==> src/shared/vic_pkg.sv <==
// constants for the vectored interrupt controller
package vic_pkg;
  // ****************************************
  // register offsets (byte addresses)
  // ****************************************
  localparam logic [7:0] OFS_CONTROL = 8'h00;
  localparam logic [7:0] OFS_STATUS = 8'h04;
  localparam logic [7:0] OFS_RELOAD = 8'h08;
  localparam logic [7:0] OFS_FLAGS_UP = 8'h0C;
  localparam logic [7:0] OFS_ENABLE_UP = 8'h10;
  localparam logic [7:0] OFS_PRIO_EIGHT = 8'h14;
  localparam logic [7:0] OFS_PRIO_NINE = 8'h18;
  localparam logic [7:0] OFS_PRIO_TEN = 8'h1C;
  localparam logic [7:0] OFS_TIMER = 8'h20;
  // ****************************************
  // control and status fields
  // ****************************************
  localparam int CTL_SHADOW_BIT = 16;
  localparam int CTL_MULTI_VECTOR_SELECT_BIT = 12;
  localparam int CTL_TPC_LSB = 8;
  localparam int STAT_RIPL_LSB = 8;
  localparam logic [31:0] CTL_MASK = 32'h0001_171F;
  localparam logic [31:0] STAT_MASK = 32'h0000_073F;
  localparam logic [31:0] PRIO_MASK = 32'h1F1F_1F1F;
  localparam logic [31:0] RESET_ZERO = 32'h0000_0000;
  localparam logic [31:0] FLAG_MASK = 32'hFFFF_FF80;
  // ****************************************
  // sources and vectors
  // ****************************************
  localparam int IRQ_BASE = 32;
  localparam int NUM_VEC = 12;
  localparam logic [5:0] VEC_BASE = 6'h20;
  localparam int NUM_EXT = 5;
endpackage : vic_pkg

==> src/core/vic_top.sv <==
// vectored interrupt controller for requests 39 to 63
//
// The placing of the registers and the plain strobed port were decided locally.
`timescale 1ns/1ps
`default_nettype none
module vic_top #(
  parameter int NUM_SRC = 25
) (
  // clock and reset
  input wire logic sys_clk,
  input wire logic rst,
  // register port
  input wire logic [7:0] reg_addr,
  input wire logic [31:0] reg_wdata,
  input wire logic reg_wr,
  input wire logic reg_rd,
  output logic [31:0] reg_rdata,
  // peripheral requests 39..63, pulses
  input wire logic [NUM_SRC-1:0] src_req,
  // external interrupt pins
  input wire logic [vic_pkg::NUM_EXT-1:0] ext_pin,
  // core side
  output logic core_irq,
  output logic [5:0] core_vector,
  output logic [2:0] core_level,
  output logic core_shadow,
  output logic core_multi,
  output logic [vic_pkg::NUM_EXT-1:0] ext_event,
  output logic proximity_running
);
  // ****************************************
  // registers
  // ****************************************
  logic [31:0] interrupt_control;
  logic [31:0] proximity_reload_value;
  logic [31:0] proximity_timer;
  logic [31:0] pending_flags_upper;
  logic [31:0] enable_bits_upper;
  logic [31:0] priority_fields_eight;
  logic [31:0] priority_fields_nine;
  logic [31:0] priority_fields_ten;
  logic [2:0] requested_priority_level;
  logic [5:0] presented_handler_index;
  logic [vic_pkg::NUM_EXT-1:0] ext_s1;
  logic [vic_pkg::NUM_EXT-1:0] ext_s2;
  logic [vic_pkg::NUM_EXT-1:0] ext_s3;

  // vector (offset from 32) of request 39+i
  function automatic logic [3:0] vec_of(input int i);
    int r;
    r = i + 39;
    if (r <= 41) return 4'h0;
    else if (r <= 44) return 4'h1;
    else if (r <= 47) return 4'h2;
    else if (r <= 49) return 4'h3;
    else if (r <= 52) return 4'h4;
    else if (r <= 55) return 4'h5;
    else if (r <= 58) return 4'h6;
    else if (r == 59) return 4'h7;
    else return 4'(r - 52);
  endfunction

  // priority/subpriority field of vector offset v
  function automatic logic [4:0] prio_of(input logic [3:0] v, input logic [31:0] p8,
                                         input logic [31:0] p9, input logic [31:0] p10);
    logic [31:0] w;
    w = (v < 4'h4) ? p8 : ((v < 4'h8) ? p9 : p10);
    return w[{v[1:0], 3'b000} +: 5];
  endfunction

  // software write strobe aimed at offset a
  function automatic logic wr_hit(input logic [7:0] a, input logic [7:0] addr, input logic wr);
    return wr && (addr == a);
  endfunction

  // ****************************************
  // external edge detection
  // ****************************************
  // two-flop synchroniser; only ext_s2 reads ext_s1
  always_ff @(posedge sys_clk) begin
    if (rst) begin
      ext_s1 <= '0;
      ext_s2 <= '0;
    end else begin
      ext_s1 <= ext_pin;
      ext_s2 <= ext_s1;
    end
  end

  // edge select per pin, one-cycle event
  always_ff @(posedge sys_clk) begin
    if (rst) begin
      ext_s3 <= '0;
      ext_event <= '0;
    end else begin
      ext_s3 <= ext_s2;
      for (int k = 0; k < vic_pkg::NUM_EXT; k++) begin
        ext_event[k] <= interrupt_control[k] ? (ext_s2[k] & ~ext_s3[k])
                                             : (~ext_s2[k] & ext_s3[k]);
      end
    end
  end

  // ****************************************
  // arbitration
  // ****************************************
  logic [NUM_SRC-1:0] active;
  logic found;
  logic [3:0] win_vec;
  logic [4:0] win_prio;
  always_comb begin
    logic [4:0] p;
    logic [3:0] v;
    p = '0;
    v = '0;
    found = 1'b0;
    win_vec = '0;
    win_prio = '0;
    active = pending_flags_upper[31 -: NUM_SRC] & enable_bits_upper[31 -: NUM_SRC];
    for (int i = 0; i < NUM_SRC; i++) begin
      v = vec_of(i);
      p = prio_of(v, priority_fields_eight, priority_fields_nine, priority_fields_ten);
      // strict greater keeps earlier (lower) vector on ties
      if (active[i] && p[4:2] != 3'b000 && (!found || p > win_prio)) begin
        found = 1'b1;
        win_vec = v;
        win_prio = p;
      end
    end
  end

  // ****************************************
  // presentation and status
  // ****************************************
  // core_irq and core_level follow the winner one cycle later, core_vector too in multi-vector mode (zero in single mode)
  always_ff @(posedge sys_clk) begin
    if (rst) begin
      core_irq <= 1'b0;
      core_vector <= '0;
      core_level <= '0;
      core_shadow <= 1'b0;
      core_multi <= 1'b0;
    end else begin
      core_irq <= found;
      core_multi <= interrupt_control[vic_pkg::CTL_MULTI_VECTOR_SELECT_BIT];
      core_shadow <= interrupt_control[vic_pkg::CTL_MULTI_VECTOR_SELECT_BIT] |
                     interrupt_control[vic_pkg::CTL_SHADOW_BIT];
      if (found) begin
        core_vector <= interrupt_control[vic_pkg::CTL_MULTI_VECTOR_SELECT_BIT] ?
                       (vic_pkg::VEC_BASE + 6'(win_vec)) : 6'h00;
        core_level <= win_prio[4:2];
      end
    end
  end

  // status: latest presented level and vector, writable while idle
  always_ff @(posedge sys_clk) begin
    if (rst) begin
      requested_priority_level <= '0;
      presented_handler_index <= '0;
    end else if (found) begin
      requested_priority_level <= win_prio[4:2];
      presented_handler_index <= vic_pkg::VEC_BASE + 6'(win_vec);
    end else if (wr_hit(vic_pkg::OFS_STATUS, reg_addr, reg_wr)) begin
      requested_priority_level <= reg_wdata[vic_pkg::STAT_RIPL_LSB +: 3];
      presented_handler_index <= reg_wdata[5:0];
    end
  end

  // ****************************************
  // proximity timer
  // ****************************************
  logic [2:0] tpc;
  logic prox_start;
  assign tpc = interrupt_control[vic_pkg::CTL_TPC_LSB +: 3];
  // only a newly presented interrupt at or below the trigger level starts it
  assign prox_start = (tpc != 3'b000) && found && !core_irq &&
                      (win_prio[4:2] <= tpc);

  // count down from the reload value to zero
  always_ff @(posedge sys_clk) begin
    if (rst) begin
      proximity_timer <= '0;
    end else if (prox_start) begin
      proximity_timer <= proximity_reload_value;
    end else if (proximity_timer != 32'h0000_0000) begin
      proximity_timer <= proximity_timer - 32'h0000_0001;
    end
  end

  // running while the count is above zero
  always_ff @(posedge sys_clk) begin
    if (rst) begin
      proximity_running <= 1'b0;
    end else if (prox_start) begin
      proximity_running <= (proximity_reload_value != 32'h0000_0000);
    end else if (proximity_timer != 32'h0000_0000) begin
      proximity_running <= (proximity_timer != 32'h0000_0001);
    end else begin
      proximity_running <= 1'b0;
    end
  end

  // ****************************************
  // register writes
  // ****************************************
  // control: implemented bits only, spare bits stay zero
  always_ff @(posedge sys_clk) begin
    if (rst) begin
      interrupt_control <= vic_pkg::RESET_ZERO;
    end else if (wr_hit(vic_pkg::OFS_CONTROL, reg_addr, reg_wr)) begin
      interrupt_control <= reg_wdata & vic_pkg::CTL_MASK;
    end
  end

  // timer reload value
  always_ff @(posedge sys_clk) begin
    if (rst) begin
      proximity_reload_value <= vic_pkg::RESET_ZERO;
    end else if (wr_hit(vic_pkg::OFS_RELOAD, reg_addr, reg_wr)) begin
      proximity_reload_value <= reg_wdata;
    end
  end

  // upper enable bits, requests 39 and up
  always_ff @(posedge sys_clk) begin
    if (rst) begin
      enable_bits_upper <= vic_pkg::RESET_ZERO;
    end else if (wr_hit(vic_pkg::OFS_ENABLE_UP, reg_addr, reg_wr)) begin
      enable_bits_upper <= reg_wdata & vic_pkg::FLAG_MASK;
    end
  end

  // priority bytes of vectors 32 to 35
  always_ff @(posedge sys_clk) begin
    if (rst) begin
      priority_fields_eight <= vic_pkg::RESET_ZERO;
    end else if (wr_hit(vic_pkg::OFS_PRIO_EIGHT, reg_addr, reg_wr)) begin
      priority_fields_eight <= reg_wdata & vic_pkg::PRIO_MASK;
    end
  end

  // priority bytes of vectors 36 to 39
  always_ff @(posedge sys_clk) begin
    if (rst) begin
      priority_fields_nine <= vic_pkg::RESET_ZERO;
    end else if (wr_hit(vic_pkg::OFS_PRIO_NINE, reg_addr, reg_wr)) begin
      priority_fields_nine <= reg_wdata & vic_pkg::PRIO_MASK;
    end
  end

  // priority bytes of vectors 40 to 43
  always_ff @(posedge sys_clk) begin
    if (rst) begin
      priority_fields_ten <= vic_pkg::RESET_ZERO;
    end else if (wr_hit(vic_pkg::OFS_PRIO_TEN, reg_addr, reg_wr)) begin
      priority_fields_ten <= reg_wdata & vic_pkg::PRIO_MASK;
    end
  end

  // pending flags: hardware set wins over software write
  always_ff @(posedge sys_clk) begin
    if (rst) begin
      pending_flags_upper <= vic_pkg::RESET_ZERO;
    end else if (wr_hit(vic_pkg::OFS_FLAGS_UP, reg_addr, reg_wr)) begin
      pending_flags_upper <= (reg_wdata & vic_pkg::FLAG_MASK) |
                             {src_req, 7'b0000000};
    end else begin
      pending_flags_upper <= pending_flags_upper | {src_req, 7'b0000000};
    end
  end

  // ****************************************
  // register reads
  // ****************************************
  logic [31:0] rd_word;
  // read word chosen by address, spare offsets read zero
  always_comb begin
    case (reg_addr)
      vic_pkg::OFS_CONTROL: begin
        rd_word = interrupt_control;
      end
      vic_pkg::OFS_STATUS: begin
        rd_word = {21'h0_0000, requested_priority_level,
                   2'b00, presented_handler_index};
      end
      vic_pkg::OFS_RELOAD: begin
        rd_word = proximity_reload_value;
      end
      vic_pkg::OFS_FLAGS_UP: begin
        rd_word = pending_flags_upper;
      end
      vic_pkg::OFS_ENABLE_UP: begin
        rd_word = enable_bits_upper;
      end
      vic_pkg::OFS_PRIO_EIGHT: begin
        rd_word = priority_fields_eight;
      end
      vic_pkg::OFS_PRIO_NINE: begin
        rd_word = priority_fields_nine;
      end
      vic_pkg::OFS_PRIO_TEN: begin
        rd_word = priority_fields_ten;
      end
      vic_pkg::OFS_TIMER: begin
        rd_word = proximity_timer;
      end
      default: begin
        rd_word = '0;
      end
    endcase
  end

  // read data stands the cycle after the strobe only
  always_ff @(posedge sys_clk) begin
    if (rst) begin
      reg_rdata <= '0;
    end else if (reg_rd) begin
      reg_rdata <= rd_word;
    end else begin
      reg_rdata <= '0;
    end
  end
endmodule // vic_top
`default_nettype wire

==> config.mk <==
export PLATFORM = sky130hd
export DESIGN_NAME = vic_top
export DESIGN_NICKNAME = d
export VERILOG_FILES = /design/src/shared/vic_pkg.sv /design/src/core/vic_top.sv
export SDC_FILE = /design/constraint.sdc
export NUM_CORES = 1
export LEC_CHECK = 0
export ABC_AREA = 1
export ABC_CLOCK_PERIOD_IN_PS = 61600
export BUFFER_PORTS_ARGS = -buffer_cell sky130_fd_sc_hd__buf_2
export CAP_MARGIN = 20
export CORE_MARGIN = 4
export CORE_UTILIZATION = 40
export DETAILED_ROUTE_END_ITERATION = 7
export PLACE_DENSITY_LB_ADDON = 0.12
export RECOVER_POWER = 25
export SETUP_SLACK_MARGIN = 0.15
export SLEW_MARGIN = 20
export SYNTH_ARGS = -nofsm -noshare
export SYNTH_HDL_FRONTEND = slang
export SYNTH_SLANG_ARGS = --single-unit
==> constraint.sdc <==
create_clock -name sys_clk -period 61.6 [get_ports sys_clk]
set_input_delay 9.24 -clock sys_clk [delete_from_list [all_inputs] [get_ports sys_clk]]
set_output_delay 9.24 -clock sys_clk [all_outputs]
set_load 0.05 [all_outputs]
==> results.txt, run 1 <==
----------------------------------------------------
[Outcome]
  Run status ... complete, but fails checks
  Violations in the final reports ... capacitance limit, slew limit

[Routing]
  Count of vias placed by the detailed router ... 15.59k
  Final routed wirelength across all metal layers ... 56940 um
  DRC violation count after routing ... 0
  Mean routed wirelength per cell ... 19.99 um
  Number of vias per cell ... 5.473
  DRT Pass-1 Iters ... 7
  ANT nets after route ... 0
  Number of DRC markers in iteration 0 ... between 1k and 1.5k

[Timing]
  Post-Route Skew ... 0.01696 ns
  Max transition margin ... -165.7%
  Ratio of final minimum period to clock period ... 51.47%
  Actual slew at the worst max-slew pin ... between 3 and 4 ns
  Setup repair after global routing missed its margin ... no
  Achievable clock frequency ... 0.03154 GHz
  Final max-slew violation count ... between 60 and 70
  Final Hold Violating Endpoints ... 0
  Total of endpoints with negative setup slack in the final report ... 0
  Final period demand of the worst path ... 31.71 ns
  Setup total negative slack ... 0 ns

[Setup path]
  Setup CP Type ... flop to flop
  Number of cell instances on the worst register-to-register path ... 240
  CP Capture Type ... flop
  Crit path top cell by count ... sky130_fd_sc_hd__nand2_1
  R2R Path Start ... priority_fields_eight[3]
  Launching instance or port of the critical path ... priority_fields_eight[3]
  FF-to-FF setup slack ... 29.89 ns
  CP Max Fanout ... 39
  Peak per-stage delay on the critical path ... between 0.7 and 0.8 ns
  Arrival @ worst endpoint ... 31.96 ns
  Number of gates on the worst path with buffers counted ... 240
  Worst path slowest cell ... sky130_fd_sc_hd__clkinv_1
  Critical path launch point type ... flop
  Crit path to ... proximity_timer[25]
  Buffers and inverters on the worst path ... 16
  RR Endpoint ... proximity_timer[25]
  Req. time, crit path ... 61.85 ns
  Kind of cell adding the most delay to the critical path ... simple AND/OR/NAND/NOR gates

[Synthesis]
  Avg Cell Area, Syn ... between 6 and 7 um2
  Cell type contributing the most total cell area after synthesis ... sky130_fd_sc_hd__dfxtp_1
  Commonest cells in the netlist ... sky130_fd_sc_hd__nand2_1, sky130_fd_sc_hd__inv_1, sky130_fd_sc_hd__dfxtp_1
  Top area cells in the synthesized netlist ... sky130_fd_sc_hd__dfxtp_1, sky130_fd_sc_hd__nand2_1, sky130_fd_sc_hd__inv_1
  Total standard cell area after synthesis ... 15430 um2
  Number of flops mapped to enable cells by yosys ... 0
  Leading cell type by number of instances after synthesis ... sky130_fd_sc_hd__nand2_1
  Proportion of netlist area held by the largest area contributor ... 33.33%
  Count of unique library cells instantiated by Yosys ... 49
  Syn Nets ... around 2.4k
  Share of synthesized registers carrying an async set or reset ... 0%
  Register area share after synthesis ... 33.33%
  Number of synthesized register bits ... 257
  Synth Flop Type ... sky130_fd_sc_hd__dfxtp_1
  Post-synthesis instance total ... 2247
  Warning count from the yosys run ... 0

[CTS]
  Clock transition at path regs ... around 0.060 ns
  Clock tree from TritonCTS ... built
  Sinks on the clock net ... ~260
  Post-CTS setup buffer count ... 0
  Number of buffers on the longest clock path ... 3
  Cell chosen for the clock root ... sky130_fd_sc_hd__clkbuf_16
  Skew-Pair Late Insertion Delay ... ~0.56 ns
  Number of gates resized after cts ... 0
  Count of hold buffers inserted by post-cts repair ... 0
  Number of buffers inserted during clock tree synthesis ... 28
  H-Tree Depth ... 1

[Placed design]
  GPL Wtd Cong ... 0.9643
  DPL Wire Length ... 42330 um
  Port Buf Inserts ... 122
  Area after DPL ... 16320 um2

[Layout]
  Area growth from synthesis to layout ... 10.85%
  # diodes ... 0
  Fraction of layout cells with a size suffix above 1 ... 8.258%
  Fin area ... 17110 um2
  Number of filler instances in the final layout ... between 4k and 5k
  Number of nets in the finished design ... ~2.5k

[Global route]
  Overall global routing resource usage ... a little over a quarter
  Initial antenna violation count ... 0
  Wire length of the first global-routing pass ... 85930 um
  Global-route congestion overflow total ... 0
  Maximum number of pins on one net before global-route repair ... 102
  Number of global-route vias before repair ... 14.63k

[Floorplan]
  Die Span Y ... 204.4 um
  Placeable core area ... 37840 um2
  Die boundary width ... roughly 200 um
  Initial Util ... 40.79%
  Die ar. ... roughly 42000 um2
  Io pins ... 124
  Number of rows created at floorplan ... 71

[Min path]
  Hold/Removal Path Class ... flop to flop
  Number of cells on the worst hold path ... 2

[Flow run]
  Count of max-cap constraint violations ... 1

[Power]
  Leakage Power ... 7.802 nW
  Total power per unit cell area ... 25.85 nW/um2
  IR drop worst, VDD ... roughly 0.022 mV

----------------------------------------------------
layer usage:
layer | share of wire (%) | GRT usage (%) | up-vias
met4 | 3.7 | 9.548 | 0
met3 | 6.8 | 4.015 | 116
li1 | - | - | 7686
met5 | 0 | 0 | -
met1 | 45 | 36.80 | 7252
met2 | 44 | 41.32 | 534
through the flow:
| step | power [mW] | util (%) | worst slack, ns | hold slack (ns) | std cells |
|---|---|---|---|---|---|
| 4_1_cts | 0.4427 | 45.37 | 30.34 | 0.4064 | 2848 |
| 5_1_grt | 0.4649 | 45.21 | 26.12 | 0.4215 | 2848 |
| 3_3_place_gp | 0.2798 | 43.11 | 31.16 | 0.3910 | 2804 |
| 3_5_place_dp | 0.2808 | 43.11 | 30.47 | 0.3986 | 2804 |
| 2_1_floorplan | 0.2565 | - | 34.30 | 0.3883 | 2247 |
| 6_report | 0.4423 | 45.21 | 29.89 | 0.4022 | 2848 |
tightest hold or removal path: stages, from the launching register on:
cell                      delay [ns]
sky130_fd_sc_hd__dfxtp_1        0.29
sky130_fd_sc_hd__inv_1          0.04
sky130_fd_sc_hd__nor2_1         0.03
worst min-delay path by stage:
stage | start | endpoint | slack, ns
global route | ext_s1[1] | ext_s2[1] | 0.42
floorplan | ext_s1[0] | ext_s2[0] | 0.39
CTS | ext_s1[1] | ext_s2[1] | 0.41
detailed placement | ext_s1[0] | ext_s2[0] | 0.40
global placement | ext_s1[0] | ext_s2[0] | 0.39
finish | ext_s1[1] | ext_s2[1] | 0.40
sequential cells by signal, indices dropped and copies added (netlist names), 20 cells and up:
| name | flops |
|---|---|
| reg_rdata | 32 |
| priority_fields_ten | 20 |
| priority_fields_nine | 20 |
| enable_bits_upper | 25 |
| pending_flags_upper | 25 |
| proximity_reload_value | 32 |
| proximity_timer | 32 |
| priority_fields_eight | 20 |
cell type report:
cell class	instances	area, um2	area share (%)
Multi-Input combinational cell	1566	8562	50.04
Sequential cell	257	5145	30.07
Inverter	333	1251	7.313
Clock buffer	40	807.0	4.717
Timing Repair Buffer	137	656.9	3.839
Tap cell	511	639.4	3.737
Clock inverter	4	48.80	0.2852
layout by cell type (no fill, tap or decap), types with 6 or more instances in the layout:
cell                        instances
sky130_fd_sc_hd__nor2_1           224
sky130_fd_sc_hd__buf_2             72
sky130_fd_sc_hd__dfxtp_1          257
sky130_fd_sc_hd__buf_4             14
sky130_fd_sc_hd__a31oi_1           11
sky130_fd_sc_hd__clkbuf_16         29
sky130_fd_sc_hd__xor2_1            18
sky130_fd_sc_hd__o22ai_1           42
sky130_fd_sc_hd__nand2_2           42
sky130_fd_sc_hd__nand2_1          373
sky130_fd_sc_hd__a211oi_1          39
sky130_fd_sc_hd__ha_1              94
sky130_fd_sc_hd__clkinv_1          13
sky130_fd_sc_hd__nand3b_1          18
sky130_fd_sc_hd__nor3_1            34
sky130_fd_sc_hd__o21ai_0          219
sky130_fd_sc_hd__o31ai_1           25
sky130_fd_sc_hd__nand4_1           33
sky130_fd_sc_hd__nor4_1            11
sky130_fd_sc_hd__nand3_1           97
sky130_fd_sc_hd__inv_1            315
sky130_fd_sc_hd__nand2_4            7
sky130_fd_sc_hd__nand3_2            6
sky130_fd_sc_hd__clkbuf_1          58
sky130_fd_sc_hd__o21ai_1           10
sky130_fd_sc_hd__a221oi_1          26
sky130_fd_sc_hd__a21oi_1          193
sky130_fd_sc_hd__o211ai_1           6
where the power goes:
group	internal [mW]	total (mW)	switching [mW]
logic	0.0327	0.0898	0.0571
registers	0.178	0.189	0.0115
clock network	0.0939	0.163	0.0691
logic make-up after synthesis:
group | count (synthesis) | share of synthesized area, %
fa+ha+maj | 94 | 7.620
flops | 257 | 33.33
other cells | 1 | 0.02430
compound gates | 593 | 21.92
simple gates | 857 | 24.47
xor+xnor | 21 | 1.192
buf+inv | 424 | 11.45
(Power assumes the default switching activity.)
==> run 2: changes to the inputs <==
--- a/config.mk
+++ b/config.mk
@@ -6,7 +6,7 @@
 export NUM_CORES = 1
 export LEC_CHECK = 0
 export ABC_AREA = 1
-export ABC_CLOCK_PERIOD_IN_PS = 61600
+export ABC_CLOCK_PERIOD_IN_PS = 29700
 export BUFFER_PORTS_ARGS = -buffer_cell sky130_fd_sc_hd__buf_2
 export CAP_MARGIN = 20
 export CORE_MARGIN = 4
==> constraint.sdc (replaced) <==
create_clock -name sys_clk -period 29.7 [get_ports sys_clk]
set_input_delay 4.455 -clock sys_clk [delete_from_list [all_inputs] [get_ports sys_clk]]
set_output_delay 4.455 -clock sys_clk [all_outputs]
set_load 0.05 [all_outputs]
==> run 2 against run 1 <==
  * First-iteration DRC count increased by 13%
  * The flow still finishes with violations (capacitance limit, slew limit)
  * Final cell count increased by 2.6%
  * Worst hold slack got worse by 0.00076 ns
  * Sequential share of layout area decreased by 1.8 points
  * Clock power increased by 130%
  * Final area increased by 6.5%
  * Sequential cell count unchanged
==> results.txt, run 2 (synthesis results as in run 1) <==
----------------------------------------------------
[Timing]
  Post-Route Skew ... 0.01455 ns
  Total of endpoints with negative setup slack in the final report ... 0
  Achievable clock frequency ... 0.03657 GHz
  Final period demand of the worst path ... 27.34 ns
  Setup total negative slack ... 0 ns
  Ratio of final minimum period to clock period ... 92.06%
  Final Hold Violating Endpoints ... 0
  Least setup slack across all paths after layout ... approximately 2.4 ns
  Actual slew at the worst max-slew pin ... slightly below 4 ns
  Max transition margin ... -160.1%
  Final max-slew violation count ... between 100 and 150

[Min path]
  Hold/Removal Path Class ... flop to flop
  Number of cells on the worst hold path ... 2
  Hold worst-path end ... ext_s2[2]
  Origin of the worst min-delay path ... ext_s1[2]

[Global route]
  Global-route congestion overflow total ... 0
  Number of global-route vias before repair ... 14.69k
  Top Usage Layer GRT ... met2
  Wire length of the first global-routing pass ... 86320 um
  Initial antenna violation count ... 2
  GR Layer Usage met2 ... between 40% and 50%
  Met3 Track Usage GR ... under 10%
  Maximum number of pins on one net before global-route repair ... 92
  Overall global routing resource usage ... roughly a quarter
  Met1 GRT Util ... 36.26%

[Setup path]
  Setup CP Type ... flop to flop
  Kind of cell adding the most delay to the critical path ... simple AND/OR/NAND/NOR gates
  Req. time, crit path ... a little over 30 ns
  CP Max Fanout ... 14
  Critical path launch point type ... flop
  CP Capture Type ... flop
  Peak per-stage delay on the critical path ... 0.36 ns
  Buffers and inverters on the worst path ... 18
  Number of cell instances on the worst register-to-register path ... 248
  Arrival @ worst endpoint ... between 20 and 30 ns
  R2R Path Start ... priority_fields_eight[4]
  FF-to-FF setup slack ... around 2.4 ns
  Crit path top cell by count ... sky130_fd_sc_hd__nand2_1
  Worst path slowest cell ... sky130_fd_sc_hd__ha_1
  RR Endpoint ... proximity_timer[11]

[Floorplan]
  Number of rows created at floorplan ... 71
  Die Span Y ... 204.4 um
  Die ar. ... between 40000 and 50000 um2
  Placeable core area ... 37840 um2
  Io pins ... 124
  Initial Util ... 40.79%
  Die boundary width ... 204.4 um

[Flow run]
  Count of max-cap constraint violations ... 3

[Layout]
  Fraction of layout cells with a size suffix above 1 ... ~15%
  Fin area ... 18220 um2
  Number of nets in the finished design ... 2556
  Area growth from synthesis to layout ... 18.07%
  Most common cell after layout, fill and taps aside ... sky130_fd_sc_hd__nand2_1
  Biggest regs ... proximity_reload_value x32, proximity_timer x32, reg_rdata x32
  Most used cells in the layout excluding fill and tap cells ... sky130_fd_sc_hd__nand2_1, sky130_fd_sc_hd__inv_1, sky130_fd_sc_hd__dfxtp_1
  Number of filler instances in the final layout ... 4013

[CTS]
  Clock tree from TritonCTS ... built
  Sinks on the clock net ... 257
  Cell chosen for the clock root ... sky130_fd_sc_hd__clkbuf_16
  Number of buffers on the longest clock path ... 3
  Skew-Pair Late Insertion Delay ... 0.56 ns
  Clock transition at path regs ... around 0.070 ns
  Number of buffers inserted during clock tree synthesis ... 28
  Count of hold buffers inserted by post-cts repair ... 0
  H-Tree Depth ... 1

[Outcome]
  Run status ... complete, but fails checks
  Violations in the final reports ... capacitance limit, slew limit

[Routing]
  DRT Pass-1 Iters ... 7
  Number of DRC markers in iteration 0 ... 1550
  Mean routed wirelength per cell ... 20.06 um
  Number of vias per cell ... 5.503
  DRC violation count after routing ... 0
  ANT nets after route ... 0
  Count of vias placed by the detailed router ... 16.08k
  Final routed wirelength across all metal layers ... 58610 um

[Power]
  Total power per unit cell area ... 52.90 nW/um2
  Relative contribution of sequential cells to total power ... 40.8%
  Leakage Power ... 8.204 nW
  IR drop worst, VDD ... 0.07534 mV
  Net switching share of the total power ... 30.26%
  Power share of the clock group ... 39.7%
  Sw power ... around 0.29 mW
  Cell Int Power ... 0.6723 mW
  Power share of the combinational group ... between 10% and 20%

[Placed design]
  GPL Wtd Cong ... 0.9706
  DPL Wire Length ... 42470 um
  Port Buf Inserts ... about 120
  Area after DPL ... 16320 um2
  Post-Place Setup Slack ... -0.5513 ns

----------------------------------------------------
-- run 2: worst max-delay path by stage --
stage                                         from             endpoint  slack (ns)  cells after the start
after floorplan           priority_fields_eight[3]    proximity_running        2.40                    259
after global placement    priority_fields_eight[3]    proximity_running        0.02                    234
after detailed placement  priority_fields_eight[3]    proximity_running       -0.55                    239
after CTS                 priority_fields_eight[3]    proximity_running        0.21                    241
after global routing      priority_fields_eight[2]  proximity_timer[12]       -0.28                    252
final                     priority_fields_eight[4]  proximity_timer[11]        2.36                    248
-- run 2: metrics by stage --
step                cells  util (%)  total power [mW]  hold WS, ns
finish               2922     48.16            0.9640       0.4014
global route         2921     48.15             1.010       0.4234
CTS                  2857     45.91            0.9640       0.4062
detailed placement   2805     43.13            0.5826       0.3966
global placement     2805     43.13            0.5813       0.3926
floorplan            2247         -            0.5320       0.3883
-- run 2: cell type report --
type	instances	area (um2)	area share, %
flip-flops and latches	257	5152	28.27
clock inverters	12	168.9	0.9269
well taps	511	639.4	3.508
multi-input cells	1578	9052	49.67
repair buffers	190	1097	6.021
inverters	333	1254	6.880
clock buffers	40	857.1	4.703
diodes	1	2.502	0.01373
-- run 2: power groups by stage --
| stage | combinational [mW] | sequential, mW | clock, mW |
|---|---|---|---|
| global route | 0.211 | 0.396 | 0.403 |
| detailed placement | 0.183 | 0.400 | 0 |
| CTS | 0.185 | 0.392 | 0.387 |
| global placement | 0.182 | 0.399 | 0 |
| finish | 0.188 | 0.393 | 0.383 |
| floorplan | 0.138 | 0.394 | 0 |
-- run 2: tightest hold or removal path, stage by stage, from the launching register on --
cell and delay, ns:
sky130_fd_sc_hd__dfxtp_1 0.29, sky130_fd_sc_hd__inv_1 0.04, sky130_fd_sc_hd__nor2_1 0.03
-- run 2: timing repair --
action	4_1_cts	5_1_grt
setup buffers	0	51
cloned	0	13
pin swaps	0	54
resized for setup	13	148
endpoints found under the setup margin	33	47
-- run 2: per-layer routing --
metal	vias to the layer above	wire length (um)
li1	7851	-
met1	7499	25860
met2	600	26520
met3	127	4123
met4	2	2090
met5	-	13
==> run 3: changes to the inputs <==
--- a/config.mk
+++ b/config.mk
@@ -9,11 +9,11 @@
 export ABC_CLOCK_PERIOD_IN_PS = 29700
 export BUFFER_PORTS_ARGS = -buffer_cell sky130_fd_sc_hd__buf_2
 export CAP_MARGIN = 20
-export CORE_MARGIN = 4
+export CORE_MARGIN = 1
 export CORE_UTILIZATION = 40
 export DETAILED_ROUTE_END_ITERATION = 7
-export PLACE_DENSITY_LB_ADDON = 0.12
 export RECOVER_POWER = 25
+export REMOVE_ABC_BUFFERS = 1
 export SETUP_SLACK_MARGIN = 0.15
 export SLEW_MARGIN = 20
 export SYNTH_ARGS = -nofsm -noshare
==> run 3 against run 2 <==
  * The run still ends with capacitance limit, slew limit left
  * Largest power group unchanged
  * Clock skew rose by 0.0083 ns
  * Utilization decreased by 0.20 points
  * Final area down 0.41%
  * Total power fell by 4.8%
  * First-iteration DRC count down 13%
  * Wire length shrank 0.31%
  * Worst hold slack worse by 0.0012 ns
  * Critical endpoint is now proximity_timer[5]
  * Highest routed layer unchanged
  * Setup slack better by 0.0097 ns
==> results.txt, run 3 (synthesis results as in run 1) <==
----------------------------------------------------
[Outcome]
  Run status ... complete, but fails checks
  Violations in the final reports ... capacitance limit, slew limit

[Global route]
  Initial antenna violation count ... 2
  Maximum number of pins on one net before global-route repair ... 93
  Wire length of the first global-routing pass ... 86650 um
  Number of global-route vias before repair ... 14.80k
  Global-route congestion overflow total ... 0
  Overall global routing resource usage ... 28.87%

[Power]
  Cell Int Power ... 0.6260 mW
  Net switching share of the total power ... 31.80%
  Relative contribution of sequential cells to total power ... ~43%
  Total power per unit cell area ... 50.58 nW/um2
  IR drop worst, VDD ... 0.04800 mV
  Sw power ... 0.2919 mW
  Design Power ... 0.9179 mW
  Power share of the clock group ... between 30 and 40%
  Power share of the combinational group ... 20.7%
  Leakage Power ... 8.185 nW

[Placed design]
  GPL Wtd Cong ... ~0.94
  DPL Wire Length ... 42420 um
  Post-Place Setup Slack ... -0.5612 ns
  Port Buf Inserts ... 122

[Routing]
  Count of vias placed by the detailed router ... ~16k
  Number of DRC markers in iteration 0 ... 1352
  Mean routed wirelength per cell ... 19.95 um
  ANT nets after route ... 0
  Number of vias per cell ... roughly 5.6
  Final routed wirelength across all metal layers ... around 60000 um
  DRT Pass-1 Iters ... 6
  DRC violation count after routing ... 0

[CTS]
  H-Tree Depth ... 1
  Sinks on the clock net ... around 260
  Number of buffers on the longest clock path ... 3
  Clock tree from TritonCTS ... built
  Number of buffers inserted during clock tree synthesis ... 27
  Count of hold buffers inserted by post-cts repair ... 0
  Skew-Pair Late Insertion Delay ... 0.56 ns
  Clock transition at path regs ... 0.07 ns
  Cell chosen for the clock root ... sky130_fd_sc_hd__clkbuf_16

[Floorplan]
  Die Span Y ... 198.4 um
  Die boundary width ... 198.4 um
  Io pins ... 124
  Number of rows created at floorplan ... 71
  Placeable core area ... approximately 38000 um2
  Initial Util ... 40.79%
  Die ar. ... 39380 um2

[Layout]
  Most common cell after layout, fill and taps aside ... sky130_fd_sc_hd__nand2_1
  Most used cells in the layout excluding fill and tap cells ... sky130_fd_sc_hd__nand2_1, sky130_fd_sc_hd__inv_1, sky130_fd_sc_hd__dfxtp_1
  Fraction of layout cells with a size suffix above 1 ... 14.60%
  Area growth from synthesis to layout ... 17.58%
  Final cell utilization of the core ... 47.96%
  Biggest regs ... proximity_reload_value x32, proximity_timer x32, reg_rdata x32
  # diodes ... 0
  Number of nets in the finished design ... 2567

[Timing]
  Least setup slack across all paths after layout ... roughly 2.4 ns
  Final max-slew violation count ... 81
  Final Hold Violating Endpoints ... 0
  Ratio of final minimum period to clock period ... 92.03%
  Max transition margin ... -137.8%
  Total of endpoints with negative setup slack in the final report ... 0
  Actual slew at the worst max-slew pin ... 3.567 ns
  Final period demand of the worst path ... 27.33 ns
  Post-Route Skew ... approximately 0.023 ns
  Achievable clock frequency ... between 0.03 and 0.04 GHz
  Worst hold slack ... 0.4002 ns

[Setup path]
  Setup CP Type ... flop to flop
  CP Max Fanout ... 13
  Kind of cell adding the most delay to the critical path ... simple AND/OR/NAND/NOR gates
  CP Capture Type ... flop
  Req. time, crit path ... 30.18 ns
  Worst path slowest cell ... sky130_fd_sc_hd__ha_1
  Peak per-stage delay on the critical path ... about 0.38 ns
  Crit path top cell by count ... sky130_fd_sc_hd__nand2_1
  Number of gates on the worst path with buffers counted ... 248
  Arrival @ worst endpoint ... 27.81 ns
  Critical path launch point type ... flop
  Buffers and inverters on the worst path ... 18
  Number of cell instances on the worst register-to-register path ... 248

[Min path]
  Hold/Removal Path Class ... flop to flop
  Number of cells on the worst hold path ... 2

[Flow run]
  Count of max-cap constraint violations ... 1

----------------------------------------------------
run 3: cell count changes in the layout (fill, tap and decap cells not counted), sizes merged, moves of 2 or more:
cell | before | now
buf | 137 | 151
clkbuf | 93 | 89
clkinv | 17 | 21
bufinv | 4 | 1
inv | 321 | 319
nand2 | 434 | 432
run 3: final timing paths:
kind | from | to | slack [ns]
worst min-delay path | ext_s1[3] | ext_s2[3] | 0.40
worst max register to register | pending_flags_upper[8] | proximity_timer[5] | 2.37
worst min register to register | ext_s1[3] | ext_s2[3] | 0.40
worst max-delay path | pending_flags_upper[8] | proximity_timer[5] | 2.37
run 3: per-stage QoR:
stage	area [um2]	instances	TNS, ns
3_3_place_gp	16340	2807	0
2_1_floorplan	14920	2156	0
4_1_cts	17230	2857	0
6_report	18150	2929	0
5_1_grt	18150	2929	-0.2643
3_5_place_dp	16370	2808	-13.77
run 3: per-layer routing:
layer | vias to the layer above | global-route usage (%) | routed length [um]
li1 | 7868 | - | -
met1 | 7610 | 37.49 | 24440
met2 | 693 | 47.68 | 26780
met3 | 148 | 3.577 | 4501
met4 | 2 | 13.22 | 2690
met5 | - | 0 | 8
run 3: worst register-to-register path: cells and delay by family, from the launching register on:
kind / cells / cell delay (ns)
buffers and inverters: 18 / 1.36
DFF: 1 / 0.34
AOI/OAI and AO/OA: 36 / 4.10
and+or+nand+nor: 171 / 14.06
adders and majority gates: 23 / 7.34
run 3: final cells by class:
class,instances,area [um2]
multi-input cells,1576,9036
fillers,3952,19700
inverters,333,1259
well taps,511,639.4
repair inverters,1,5.005
flip-flops and latches,257,5150
clock inverters,11,87.58
clock buffers,37,763.2
repair buffers,203,1209
run 3: power groups by stage:
stage               Combinational (mW)  Sequential [mW]  Clock [mW]
finish                           0.190            0.394       0.334
global route                     0.213            0.397       0.352
CTS                              0.185            0.393       0.336
detailed placement               0.183            0.400           0
global placement                 0.181            0.399           0
floorplan                        0.134            0.394           0
run 3: what timing repair did:
| action | in CTS | in global routing |
|---|---|---|
| pin swaps | 1 | 44 |
| setup buffers | 1 | 60 |
| gates cloned | 0 | 11 |
| gates resized for setup | 10 | 147 |
| setup endpoints to repair | 33 | 47 |
